[config.mk]
export PLATFORM = sky130hd
export DESIGN_NAME = osc_select_ctrl
export DESIGN_NICKNAME = d
export VERILOG_FILES = /design/src/core/osc_pkg.sv /design/src/core/osc_src_decode.sv /design/src/core/osc_select_ctrl.sv
export VERILOG_INCLUDE_DIRS = /design/src /design/src/core
export SDC_FILE = /design/constraint.sdc
export NUM_CORES = 1
export LEC_CHECK = 0
export BUFFER_PORTS_ARGS = -buffer_cell sky130_fd_sc_hd__buf_2
export CORE_MARGIN = 2
export CORE_UTILIZATION = 40
export CTS_BUF_LIST = sky130_fd_sc_hd__clkbuf_8
export CTS_CLUSTER_DIAMETER = 100
export DETAILED_ROUTE_END_ITERATION = 7
export HOLD_SLACK_MARGIN = 0.1
export PLACE_DENSITY = 0.76
export SLEW_MARGIN = 15
export SYNTH_ARGS = -nofsm -noshare
export SYNTH_HDL_FRONTEND = slang
export SYNTH_SLANG_ARGS = --single-unit
export TNS_END_PERCENT = 10
[constraint.sdc]
create_clock -name i_mclk -period 1.4 [get_ports i_mclk]
set_clock_uncertainty 0.1 [all_clocks]
set_input_delay 0.21 -clock i_mclk [delete_from_list [all_inputs] [get_ports i_mclk]]
set_output_delay 0.21 -clock i_mclk [all_outputs]
set_load 0.01 [all_outputs]
[src/core/osc_consts.svh]
// Purpose: constants for the oscillator select control block
// Assumes: apb byte addresses, one 32-bit word per register
// Notes  : all offsets and field positions live here, with the pin select reset value
//
// Function
// - three-bit source code, eight oscillator choices
// - current source field bits 14-12, read-only
// - requested source bits 10-8, strap at power-on
// - bit 5 shows pll locked or timer done
// - only power-on reset restores this register
// - clock fail clear-only; bits 1,0 read-write
`ifndef OSC_CONSTS_SVH
`define OSC_CONSTS_SVH

// ----------------------------------------------------------------
// register map
// ----------------------------------------------------------------
`define OSC_ADDR_CTRL      12'h000
`define OSC_ADDR_PINSEL    12'h004

// ----------------------------------------------------------------
// field positions of the control register
// ----------------------------------------------------------------
`define OSC_CUR_LSB        12
`define OSC_REQ_LSB        8
`define OSC_BIT_FREEZE     7
`define OSC_BIT_PINFRZ     6
`define OSC_BIT_LOCK       5
`define OSC_BIT_FAIL       3
`define OSC_BIT_LPEN       1
`define OSC_BIT_SWREQ      0

// ----------------------------------------------------------------
// reset values and timing
// ----------------------------------------------------------------
`define OSC_PINSEL_RST     16'h0000
`define OSC_SETTLE_CYC     4'h4

`endif

[src/core/osc_pkg.sv]
// Purpose: types for the oscillator select control block
// Assumes: nothing beyond the constants header
// Notes  : source code encoding is the three-bit clock select
package osc_pkg;
    // three-bit source encoding
    typedef enum logic [2:0] {
        OSC_FAST_INTERNAL_RC        = 3'h0,
        OSC_FAST_RC_WITH_MULTIPLIER = 3'h1,
        OSC_PRI                     = 3'h2,
        OSC_PRI_PLL                 = 3'h3,
        OSC_SEC                     = 3'h4,
        OSC_LOW_POWER_INTERNAL_RC   = 3'h5,
        OSC_FAST_RC_DIV16           = 3'h6,
        OSC_FAST_RC_DIVN            = 3'h7
    } osc_src_t;

    // switch sequencer states
    typedef enum logic [1:0] {
        OSC_IDLE,
        OSC_SETTLE,
        OSC_DONE
    } osc_sw_state_t;
endpackage

[src/core/osc_src_decode.sv]
// Purpose: one-hot decode of the active source code
// Assumes: code is already registered
// Notes  : drives the clock mux selects and the pll enable
`timescale 1ns/10ps
module osc_src_decode
    import osc_pkg::*;
(
    input  wire logic [2:0] i_code,     // active source code
    output logic      [7:0] o_onehot,   // one select per source
    output logic            o_pll_used  // pll in clock path
);
    // one select line per code value
    genvar g;
    generate
        for (g = 0; g < 8; g++) begin : g_sel
            assign o_onehot[g] = (i_code == 3'(g));
        end
    endgenerate

    // only two codes route through the pll
    assign o_pll_used = (i_code == OSC_PRI_PLL) ||
                        (i_code == OSC_FAST_RC_WITH_MULTIPLIER);
endmodule

[src/core/osc_select_ctrl.sv]
// Purpose: oscillator select control register with apb access
// Assumes: i_reset is power-on only; i_pll_lock synchronous
// Notes  : pin select register models the remap-protected space
`timescale 1ns/10ps
`include "osc_consts.svh"
module osc_select_ctrl
    import osc_pkg::*;
(
    input  wire logic        i_mclk,          // system clock
    input  wire logic        i_reset,         // power-on reset, sync
    input  wire logic [2:0]  i_strap_src,     // nonvolatile source setting
    input  wire logic        i_switch_enable, // config: switching allowed
    input  wire logic        i_fsm_disable,   // config: fail-safe monitor off
    input  wire logic        i_pll_lock,      // pll in lock or timer done
    input  wire logic        i_clock_fail,    // fail-safe detected loss
    input  wire logic        psel,            // apb select
    input  wire logic        penable,         // apb enable
    input  wire logic        pwrite,          // apb direction
    input  wire logic [11:0] paddr,           // apb byte address
    input  wire logic [31:0] pwdata,          // apb write data
    output logic             pready,          // apb ready
    output logic      [31:0] prdata,          // apb read data
    output logic             pslverr,         // apb error
    output logic       [7:0] o_src_sel,       // one-hot clock mux select
    output logic             o_pll_enable,    // pll needed by source
    output logic             o_lp_osc_enable, // low-power osc kept on
    output logic      [15:0] o_pin_select     // protected pin select value
);
    // ----------------------------------------------------------------
    // register state
    // ----------------------------------------------------------------
    logic [2:0]    cur_q;        // current source code
    logic [2:0]    req_q;        // requested source code
    logic          freeze_q;     // switch freeze
    logic          pinfrz_q;     // pin remap freeze
    logic          fail_q;       // clock fail flag
    logic          lpen_q;       // low power osc enable
    logic          swreq_q;      // switch request
    logic          strap_q;      // strap load pending after reset
    logic [15:0]   pinsel_q;     // pin select register
    osc_sw_state_t st_q;         // switch sequencer
    logic [3:0]    settle_q;     // settle counter
    logic          wr_ev;        // apb write strobe
    logic          hit_ctrl;     // address decodes control
    logic          hit_pin;      // address decodes pin select
    logic          sw_allowed;   // switching permitted
    logic [15:0]   ctrl_view;    // read image of control

    // ----------------------------------------------------------------
    // bus decode
    // ----------------------------------------------------------------
    // zero wait state slave; unmapped addresses flag an error
    assign pready   = 1'b1;
    assign wr_ev    = psel && penable && pwrite;
    assign hit_ctrl = (paddr == `OSC_ADDR_CTRL);
    assign hit_pin  = (paddr == `OSC_ADDR_PINSEL);
    assign pslverr  = psel && penable && !hit_ctrl && !hit_pin;

    // freeze applies only when switching on and monitor off
    assign sw_allowed = i_switch_enable &&
                        !(i_fsm_disable && freeze_q);

    // read image, unimplemented bits zero
    always_comb begin
        ctrl_view                                   = 16'h0000;
        ctrl_view[`OSC_CUR_LSB+2:`OSC_CUR_LSB]      = cur_q;
        ctrl_view[`OSC_REQ_LSB+2:`OSC_REQ_LSB]      = req_q;
        ctrl_view[`OSC_BIT_FREEZE]                  = freeze_q;
        ctrl_view[`OSC_BIT_PINFRZ]                  = pinfrz_q;
        ctrl_view[`OSC_BIT_LOCK]                    = i_pll_lock;
        ctrl_view[`OSC_BIT_FAIL]                    = fail_q;
        ctrl_view[`OSC_BIT_LPEN]                    = lpen_q;
        ctrl_view[`OSC_BIT_SWREQ]                   = swreq_q;
    end

    // registered read data for the access phase
    always_ff @(posedge i_mclk) begin
        if (i_reset) begin
            prdata <= 32'h0000_0000;
        end else if (psel && !penable && !pwrite) begin
            if (hit_ctrl) begin
                prdata <= {16'h0000, ctrl_view};
            end else if (hit_pin) begin
                prdata <= {16'h0000, pinsel_q};
            end else begin
                prdata <= 32'h0000_0000;
            end
        end
    end

    // ----------------------------------------------------------------
    // requested source and strap load
    // ----------------------------------------------------------------
    // strap sampled after reset release, never inside reset itself
    always_ff @(posedge i_mclk) begin
        if (i_reset) begin
            strap_q <= 1'b1;
        end else begin
            strap_q <= 1'b0;
        end
    end

    // requested source: strap at power-on, then software
    always_ff @(posedge i_mclk) begin
        if (i_reset) begin
            req_q <= 3'h0;
        end else if (strap_q) begin
            req_q <= i_strap_src;
        end else if (wr_ev && hit_ctrl) begin
            req_q <= pwdata[`OSC_REQ_LSB+2:`OSC_REQ_LSB];
        end
    end

    // ----------------------------------------------------------------
    // plain control bits
    // ----------------------------------------------------------------
    // only i_reset (power-on) touches these; other resets are outside
    always_ff @(posedge i_mclk) begin
        if (i_reset) begin
            freeze_q <= 1'b0;
            pinfrz_q <= 1'b0;
            lpen_q   <= 1'b0;
        end else if (wr_ev && hit_ctrl) begin
            freeze_q <= pwdata[`OSC_BIT_FREEZE];
            pinfrz_q <= pwdata[`OSC_BIT_PINFRZ];
            lpen_q   <= pwdata[`OSC_BIT_LPEN];
        end
    end

    // clock fail: hardware sets, software clears by writing zero
    always_ff @(posedge i_mclk) begin
        if (i_reset) begin
            fail_q <= 1'b0;
        end else if (i_clock_fail) begin
            fail_q <= 1'b1;  // set wins over clear
        end else if (wr_ev && hit_ctrl && !pwdata[`OSC_BIT_FAIL]) begin
            fail_q <= 1'b0;
        end
    end

    // ----------------------------------------------------------------
    // switch request and sequencer
    // ----------------------------------------------------------------
    // software sets, sequencer clears at the end of the switch
    always_ff @(posedge i_mclk) begin
        if (i_reset) begin
            swreq_q <= 1'b0;
        end else if (wr_ev && hit_ctrl) begin
            swreq_q <= pwdata[`OSC_BIT_SWREQ];
        end else if (st_q == OSC_DONE) begin
            swreq_q <= 1'b0;
        end
    end

    // a short settle models the clock mux handover
    always_ff @(posedge i_mclk) begin
        if (i_reset) begin
            st_q     <= OSC_IDLE;
            settle_q <= 4'h0;
        end else begin
            case (st_q)
                OSC_IDLE: begin
                    // refused switches simply stay pending
                    if (swreq_q && sw_allowed && !(wr_ev && hit_ctrl)) begin
                        st_q     <= OSC_SETTLE;
                        settle_q <= `OSC_SETTLE_CYC;
                    end
                end
                OSC_SETTLE: begin
                    if (settle_q == 4'h1) begin
                        st_q <= OSC_DONE;
                    end
                    settle_q <= settle_q - 4'h1;
                end
                OSC_DONE: begin
                    st_q <= OSC_IDLE;
                end
                default: begin
                    st_q <= OSC_IDLE;
                end
            endcase
        end
    end

    // current source: strap at power-on, request copied when done
    always_ff @(posedge i_mclk) begin
        if (i_reset) begin
            cur_q <= 3'h0;
        end else if (strap_q) begin
            cur_q <= i_strap_src;
        end else if (st_q == OSC_DONE) begin
            cur_q <= req_q;
        end
    end
    // software never writes cur_q

    // ----------------------------------------------------------------
    // protected pin select register
    // ----------------------------------------------------------------
    // writes are dropped, not queued, while the remap freeze is set
    always_ff @(posedge i_mclk) begin
        if (i_reset) begin
            pinsel_q <= `OSC_PINSEL_RST;
        end else if (wr_ev && hit_pin && !pinfrz_q) begin
            pinsel_q <= pwdata[15:0];
        end
    end

    // ----------------------------------------------------------------
    // clock side outputs
    // ----------------------------------------------------------------
    osc_src_decode u_dec (
        .i_code     (cur_q),
        .o_onehot   (o_src_sel),
        .o_pll_used (o_pll_enable)
    );
    assign o_lp_osc_enable = lpen_q;
    assign o_pin_select    = pinsel_q;

    // ----------------------------------------------------------------
    // checks
    // ----------------------------------------------------------------
    property p_fail_set;
        @(posedge i_mclk) disable iff (i_reset)
        i_clock_fail |=> fail_q;
    endproperty
    a_fail_set: assert property (p_fail_set) else $error("fail flag not set");

    property p_pin_frozen;
        @(posedge i_mclk) disable iff (i_reset)
        (wr_ev && hit_pin && pinfrz_q) |=> $stable(pinsel_q);
    endproperty
    a_pin_frozen: assert property (p_pin_frozen) else $error("pin select changed");

    property p_freeze_holds;
        @(posedge i_mclk) disable iff (i_reset)
        (st_q == OSC_IDLE && !sw_allowed) |=> st_q == OSC_IDLE;
    endproperty
    a_freeze_holds: assert property (p_freeze_holds) else $error("switch while frozen");

    property p_switch_done;
        @(posedge i_mclk) disable iff (i_reset)
        (st_q == OSC_DONE && !(wr_ev && hit_ctrl)) |=> (cur_q == $past(req_q)) && !swreq_q;
    endproperty
    a_switch_done: assert property (p_switch_done) else $error("switch not done");

    property p_switch_time;
        @(posedge i_mclk) disable iff (i_reset)
        $rose(st_q == OSC_SETTLE) |-> ##4 st_q == OSC_DONE;
    endproperty
    a_switch_time: assert property (p_switch_time) else $error("settle length wrong");

    property p_cur_stable;
        @(posedge i_mclk) disable iff (i_reset)
        (st_q != OSC_DONE && !strap_q) |=> $stable(cur_q);
    endproperty
    a_cur_stable: assert property (p_cur_stable) else $error("current code moved");

    property p_strap;
        @(posedge i_mclk) disable iff (i_reset)
        strap_q |=> req_q == $past(i_strap_src);
    endproperty
    a_strap: assert property (p_strap) else $error("strap not loaded");

    // read data carries the lock level seen at the setup edge
    property p_lock_bit;
        @(posedge i_mclk) disable iff (i_reset)
        (psel && !penable && !pwrite && hit_ctrl) |=> prdata[`OSC_BIT_LOCK] == $past(i_pll_lock);
    endproperty
    a_lock_bit: assert property (p_lock_bit) else $error("lock bit wrong");

    property p_pll_sel;
        @(posedge i_mclk) disable iff (i_reset)
        o_pll_enable == (cur_q == OSC_PRI_PLL ||
                         cur_q == OSC_FAST_RC_WITH_MULTIPLIER);
    endproperty
    a_pll_sel: assert property (p_pll_sel) else $error("pll select wrong");

    // a zero written to the fail bit clears it when no loss is seen
    property p_fail_clear;
        @(posedge i_mclk) disable iff (i_reset)
        (wr_ev && hit_ctrl && !pwdata[`OSC_BIT_FAIL] && !i_clock_fail) |=> !fail_q;
    endproperty
    a_fail_clear: assert property (p_fail_clear) else $error("fail flag not cleared");

    // unfrozen pin select takes the written word
    property p_pin_write;
        @(posedge i_mclk) disable iff (i_reset)
        (wr_ev && hit_pin && !pinfrz_q) |=> pinsel_q == $past(pwdata[15:0]);
    endproperty
    a_pin_write: assert property (p_pin_write) else $error("pin select write lost");

    // requested source follows software once the strap is in
    property p_req_write;
        @(posedge i_mclk) disable iff (i_reset)
        (wr_ev && hit_ctrl && !strap_q) |=> req_q == $past(pwdata[`OSC_REQ_LSB+2:`OSC_REQ_LSB]);
    endproperty
    a_req_write: assert property (p_req_write) else $error("requested code not written");

    c_switch: cover property (@(posedge i_mclk) st_q == OSC_DONE);
    c_frozen: cover property (@(posedge i_mclk) swreq_q && !sw_allowed);
    c_pinblk: cover property (@(posedge i_mclk) wr_ev && hit_pin && pinfrz_q);
    c_swoff:  cover property (@(posedge i_mclk) swreq_q && !i_switch_enable);
endmodule

== Word level (Yosys, flattened, before mapping) ==
Cells that the tools add are included.

* Register bits after elaboration: 66
* Latch bits: 0
* RAM bits: 0
* Bits in read-only memories: 0
* Bits of input ports: 56
* Output and inout bits: 60
* Word-level logic and storage cells: 75
* Memories kept: 0

* Add/subtract/negate cells: 1
* Multiply operators: 0
* Div/mod/pow operators: 0
* $lt $le $gt $ge: 0
* Eq/ne operators: 13
* Shift operators: 0
* Mux-type cells: 16
* Bitwise operators: 0
* Reductions and logical operators: 33

{| class="wikitable"
|+ Operators by type and width
! cell !! number
|-
| $mux W16 || 2
|-
| $logic_and A1 B1 Y1 || 14
|-
| $eq A12 B3 Y1 const B || 1
|-
| $eq A3 B3 Y1 const B || 4
|-
| $logic_not A12 Y1 || 1
|-
| $mux W3 || 4
|-
| $reduce_bool A2 Y1 || 5
|-
| $logic_not A1 Y1 || 8
|-
| $pmux W4 S2 || 1
|-
| $eq A3 B2 Y1 const B || 2
|-
| $mux W1 || 5
|-
| $eq A4 B1 Y1 const B || 1
|-
| $mux W2 || 2
|-
| $mux W4 || 1
|-
| $ne A2 B2 Y1 const B || 2
|-
| $pmux W2 S2 || 1
|-
| $reduce_and A2 Y1 || 2
|-
| $sub A4 B1 Y4 const B || 1
|-
| $eq A3 B1 Y1 const B || 1
|-
| $logic_not A3 Y1 || 1
|-
| $eq A2 B1 Y1 const B || 1
|-
| $eq A2 B2 Y1 const B || 1
|-
| $logic_not A2 Y1 || 1
|-
| $logic_or A1 B1 Y1 || 1
|}

== Logic depth before layout (Yosys ltp) ==
* Word-level depth: 7
* Depth in mapped cells: 6

== Hierarchy ==
From an unflattened synthesis, not the netlist that was laid out.

* Cell total of the unflattened synthesis: 256
* Area total of the unflattened synthesis: 2421.1 um^2

{| class="wikitable"
|+ Modules (own cells, without submodules)
! module !! instances !! cells an instance !! area an instance (um^2)
|-
| osc_select_ctrl || 1 || 247 || 2347.3
|-
| osc_src_decode || 1 || 9 || 73.8
|}

== Least setup slack after synthesis ==
Ideal clock, no wire load.

* Path type: input to register
* From: in paddr[2]
* To: reg settle_q[2]
* Setup time: 122 ps
* Data arrival time: 1251 ps
* Required time: 1178 ps
* Path slack: -72 ps
* Stages on the path: 6
* Cell sequence: buf_2 > and4b_1 > and4_1 > buf_4 > nor2_2 > o311a_1

* Cells in the longest elaborated chain, start to end: 6

{| class="wikitable"
|+ Ends and longest elaborated chain
! item !! RTL line !! source
|-
| from (decl) || osc_select_ctrl.sv:19 || <nowiki>input wire logic [11:0] paddr,</nowiki>
|-
| $logic_not A12 Y1 (no source line) || -- ||
|-
| $logic_and A1 B1 Y1 || osc_select_ctrl.sv:164 || <nowiki>if (swreq_q && sw_allowed && !(wr_ev && hit_ctrl)) begin</nowiki>
|-
| $logic_not A1 Y1 || osc_select_ctrl.sv:164 ||
|-
| $logic_and A1 B1 Y1 || osc_select_ctrl.sv:164 ||
|-
| $ne A2 B2 Y1 (no source line) || -- ||
|-
| $reduce_and A2 Y1 (no source line) || -- ||
|-
| to (signal assigned) || osc_select_ctrl.sv:166 || <nowiki>settle_q <= `OSC_SETTLE_CYC;</nowiki>
|-
| to (signal assigned) || osc_select_ctrl.sv:173 || <nowiki>settle_q <= settle_q - 4'h1;</nowiki>
|-
| to (decl) || osc_select_ctrl.sv:42 || <nowiki>logic [3:0] settle_q;</nowiki>
|}

No other way between the ends.
A chain may end at the register's enable or synchronous reset.

== Worst setup path after layout ==
* From: in paddr[10]
* To: out pslverr

* Cells in the longest elaborated chain, start to end: 4
* Elaborated cells on any way between the ends: 6
* Those cells by class: 1 x eq/ne; 5 x reduce/logical

{| class="wikitable"
|+ Ends and longest elaborated chain
! item !! RTL line !! source
|-
| $logic_not A12 Y1 (no source line) || -- ||
|-
| $logic_not A1 Y1 || osc_select_ctrl.sv:57 || <nowiki>assign pslverr = psel && penable && !hit_ctrl && !hit_pin;</nowiki>
|-
| $logic_and A1 B1 Y1 || osc_select_ctrl.sv:57 ||
|-
| $logic_and A1 B1 Y1 (*) || osc_select_ctrl.sv:57 ||
|-
| to (decl) || osc_select_ctrl.sv:23 || <nowiki>output logic pslverr,</nowiki>
|}

Mark *: on every way between the ends. The rest lies on a longest branch, timed or not.

==> impl_metrics.tcl <==
set metrics [dict create \
    status "finished, violations left" \
    violations "setup timing" \
    cts.sinks 50 \
    synthArstFlopShare_pct 0 \
    period_needed_ns 1.41 \
    vias 2286 \
    postPlaceCellArea_mm2 0.00283 \
    gp_congestion 0.815 \
    cellLeakagePower_nw 1.48 \
    synth-seq-area-share_pct 42.6 \
    die_h_um 80.6 \
    core_area_mm2 0.00557 \
    hold_viol_final 0 \
    cts_root_buf "clkbuf_8" \
    die_area_mm2 0.00650 \
    rr_startpoint "settle_q[0]" \
    wl_um 6140 \
    track_usage_pct 19.2 \
    instances_no_fill 449 \
    vdd_drop_max_uv 426 \
    ys_types 40 \
    crit_end "pslverr" \
    cellPowerDensity_mw_per_mm2 870 \
    htree_levels 2 \
    worstSetupPathType "in2out" \
    reg2reg_depth 3 \
    synth-seq-cells 50 \
    synth_commonest_cells "dfxtp_1 (50), o21ai_0 (30), a21oi_1 (25)" \
    synth_most_common_cell "dfxtp_1" \
    grt_max_degree 18 \
    grt_pass1_wl_um 9760 \
    dr.first_iter.drc_count 136 \
    r2r_end "settle_q[3]" \
    synthFlopType "dfxtp_1" \
    setup-violations-final 3 \
    grt_overflow 0 \
    cp_data_required_time_ns 1.09 \
    end_kind "output pin" \
    critPathLaunchType "input pin" \
    synthCells 271 \
    rsz0062_at_grt "true" \
    critPathArrivalTime_ns 1.10 \
    cts_buffers 5 \
    drc 0 \
    antenna_found_initial 0 \
    yosysTopAreaCell "dfxtp_1" \
    nets 434 \
    clkSlewWorstSetupHoldPaths_ns 0.09 \
    regToRegSetupSlack_ns 0.08 \
    dp_slack_ns -0.280 \
    syn-mean-instance-area_um2 8.66 \
    netlist.area_leader.share_pct 42.6 \
    drtAntennaViolNets 0 \
    setup_ws_ns -0.0128 \
    min_path_type "in2reg" \
    synth_area_mm2 0.00235 \
    cp_max_fo 5 \
    final_area_mm2 0.00317 \
    dpl.cell_count 422 \
    antennaDiodeCount 0 \
    port_buffers 82 \
    hold-worst-slack_ns 0.167 \
    clockBufferDepth 2 \
    crit_slowest_cell "nor4_4" \
    yosysWarnings 0 \
    synth_edf_count 0 \
    drv_cap 0 \
    clock_latency_ns 0.30 \
    row_count 27 \
    fmax_ghz 0.708 \
    startpoint "paddr[10]" \
    fin_crit_sh_pct 101 \
    slew_violations 0 \
    fill_cells 512 \
    area.growth.synth_to_final_pct 35.2 \
    initial_core_util_pct 42.1 \
    die_width_um 80.6 \
    totalPowerFinal_mw 2.76 \
    crit_chain "buf_6 > nor4_4 > buf_4 > a31oi_1 > buf_2" \
    num_io_pins 116 \
    max_stage_delay_ns 0.37 \
    viasPerCell 5.09 \
    grt_pass1_vias 2135 \
    synthTopCellsByArea "dfxtp_1 (43%), o21ai_0 (6.4%), mux2i_1 (6.0%), buf_4 (5.8%), a21oi_1 (5.3%)" \
    tritoncts "done" \
    drive_gt1_share_pct 31.6 \
    drt_first_pass_iters 4 \
    routedWlPerCell_um 13.7 \
    hpwl_um 4390 \
]
## state kept, by name (all words and copies together), names as in the netlist, 2 cells and up
signal / count
req_q: 3
o_pin_select: 16
st_q: 2
cur_q: 3
prdata: 16
settle_q: 4
## cell usage in the layout, fill, tap and decap left out, types with 2 or more instances in the layout
master          n
buf_2          80
dfxtp_1        46
o21ai_0        30
a21oi_1        25
nand2_1        20
nand3_1        18
dlygate4sd3_1  18
nor2_1         17
conb_1         17
mux2i_1        14
buf_4          14
inv_1          10
or3_1           5
clkbuf_8        5
o311a_1         4
o21a_1          4
a22o_1          4
nor2b_1         3
dfxtp_4         3
buf_6           3
nor4_4          2
nor3_2          2
a31oi_1         2
and2_1          2
and3_1          2
and4_1          2
nand2b_1        2
o211ai_1        2
nand4_1         2
ha_1            2
buf_12          2
## worst min path at each step
stage	startpoint	end	slack, ns	cells after the start
final	i_strap_src[2]	cur_q[2]	0.17	4
after global placement	prdata[9]	prdata[9]	0.34	2
after detailed placement	prdata[6]	prdata[6]	0.34	2
after global routing	i_strap_src[2]	cur_q[2]	0.17	4
after floorplan	i_reset	strap_q	0.14	0
after CTS	i_strap_src[2]	cur_q[2]	0.16	4
## area by class of cell
type | instances | area [µm²] | area share, %
clock buffer | 5 | 68.8 | 2.17
clock inverter | 3 | 37.5 | 1.18
inverter | 8 | 30.0 | 0.946
multi-input combinational | 194 | 1170 | 37.0
sequential | 50 | 1010 | 31.9
tap | 72 | 90.1 | 2.84
timing repair buffer | 117 | 759 | 23.9
## kinds of logic (layout without fill, tap and decap cells)
logic type                 count (synthesis)  count (layout)  synth area share, %
AOI/OAI and AO/OA                         72              72                 17.8
other                                      2              17                0.320
and+or+nand+nor                           89              89                 21.2
muxes                                     14              14                 5.97
buffers and inverters                     42             133                 11.0
DFF                                       50              50                 42.6
adders and majority gates                  2               2                 1.07
## layer usage
metal / vias up / wire length [µm] / global-route usage [%]
li1: 1131 / - / -
met1: 1068 / 2660 / 23.7
met2: 81 / 3000 / 33.9
met3: 6 / 418 / 3.71
met4: 0 / 63 / 5.59
met5: - / 0 / 0
## report_power, final
part           leakage [nW]  total [mW]  internal, mW  switching, mW
Clock                0.0607       0.994         0.521          0.473
Sequential            0.407        1.46          1.44         0.0253
Combinational          1.01       0.305         0.151          0.153
## timing repair
action	CTS	global route
setup endpoints to repair	9	22
hold endpoints to repair	21	0
gates resized for setup	8	10
hold buffers	18	0
buffers inserted	0	1
pin swaps	2	4
## per-stage QoR
step	setup TNS, ns	utilization, %
floorplan	-0.726	-
global route	-0.309	56.9
CTS	-0.0646	56.3
finish	-0.0241	56.9
detailed placement	-9.02	50.7
global placement	-6.34	50.7
## worst max-delay path: cells and delay by family
| kind | cells | cell delay, ns |
|---|---|---|
| AO/OA/AOI/OAI | 1 | 0.08 |
| buffers and inverters | 3 | 0.44 |
| AND/OR/NAND/NOR | 1 | 0.37 |
(Power assumes the default switching activity.)
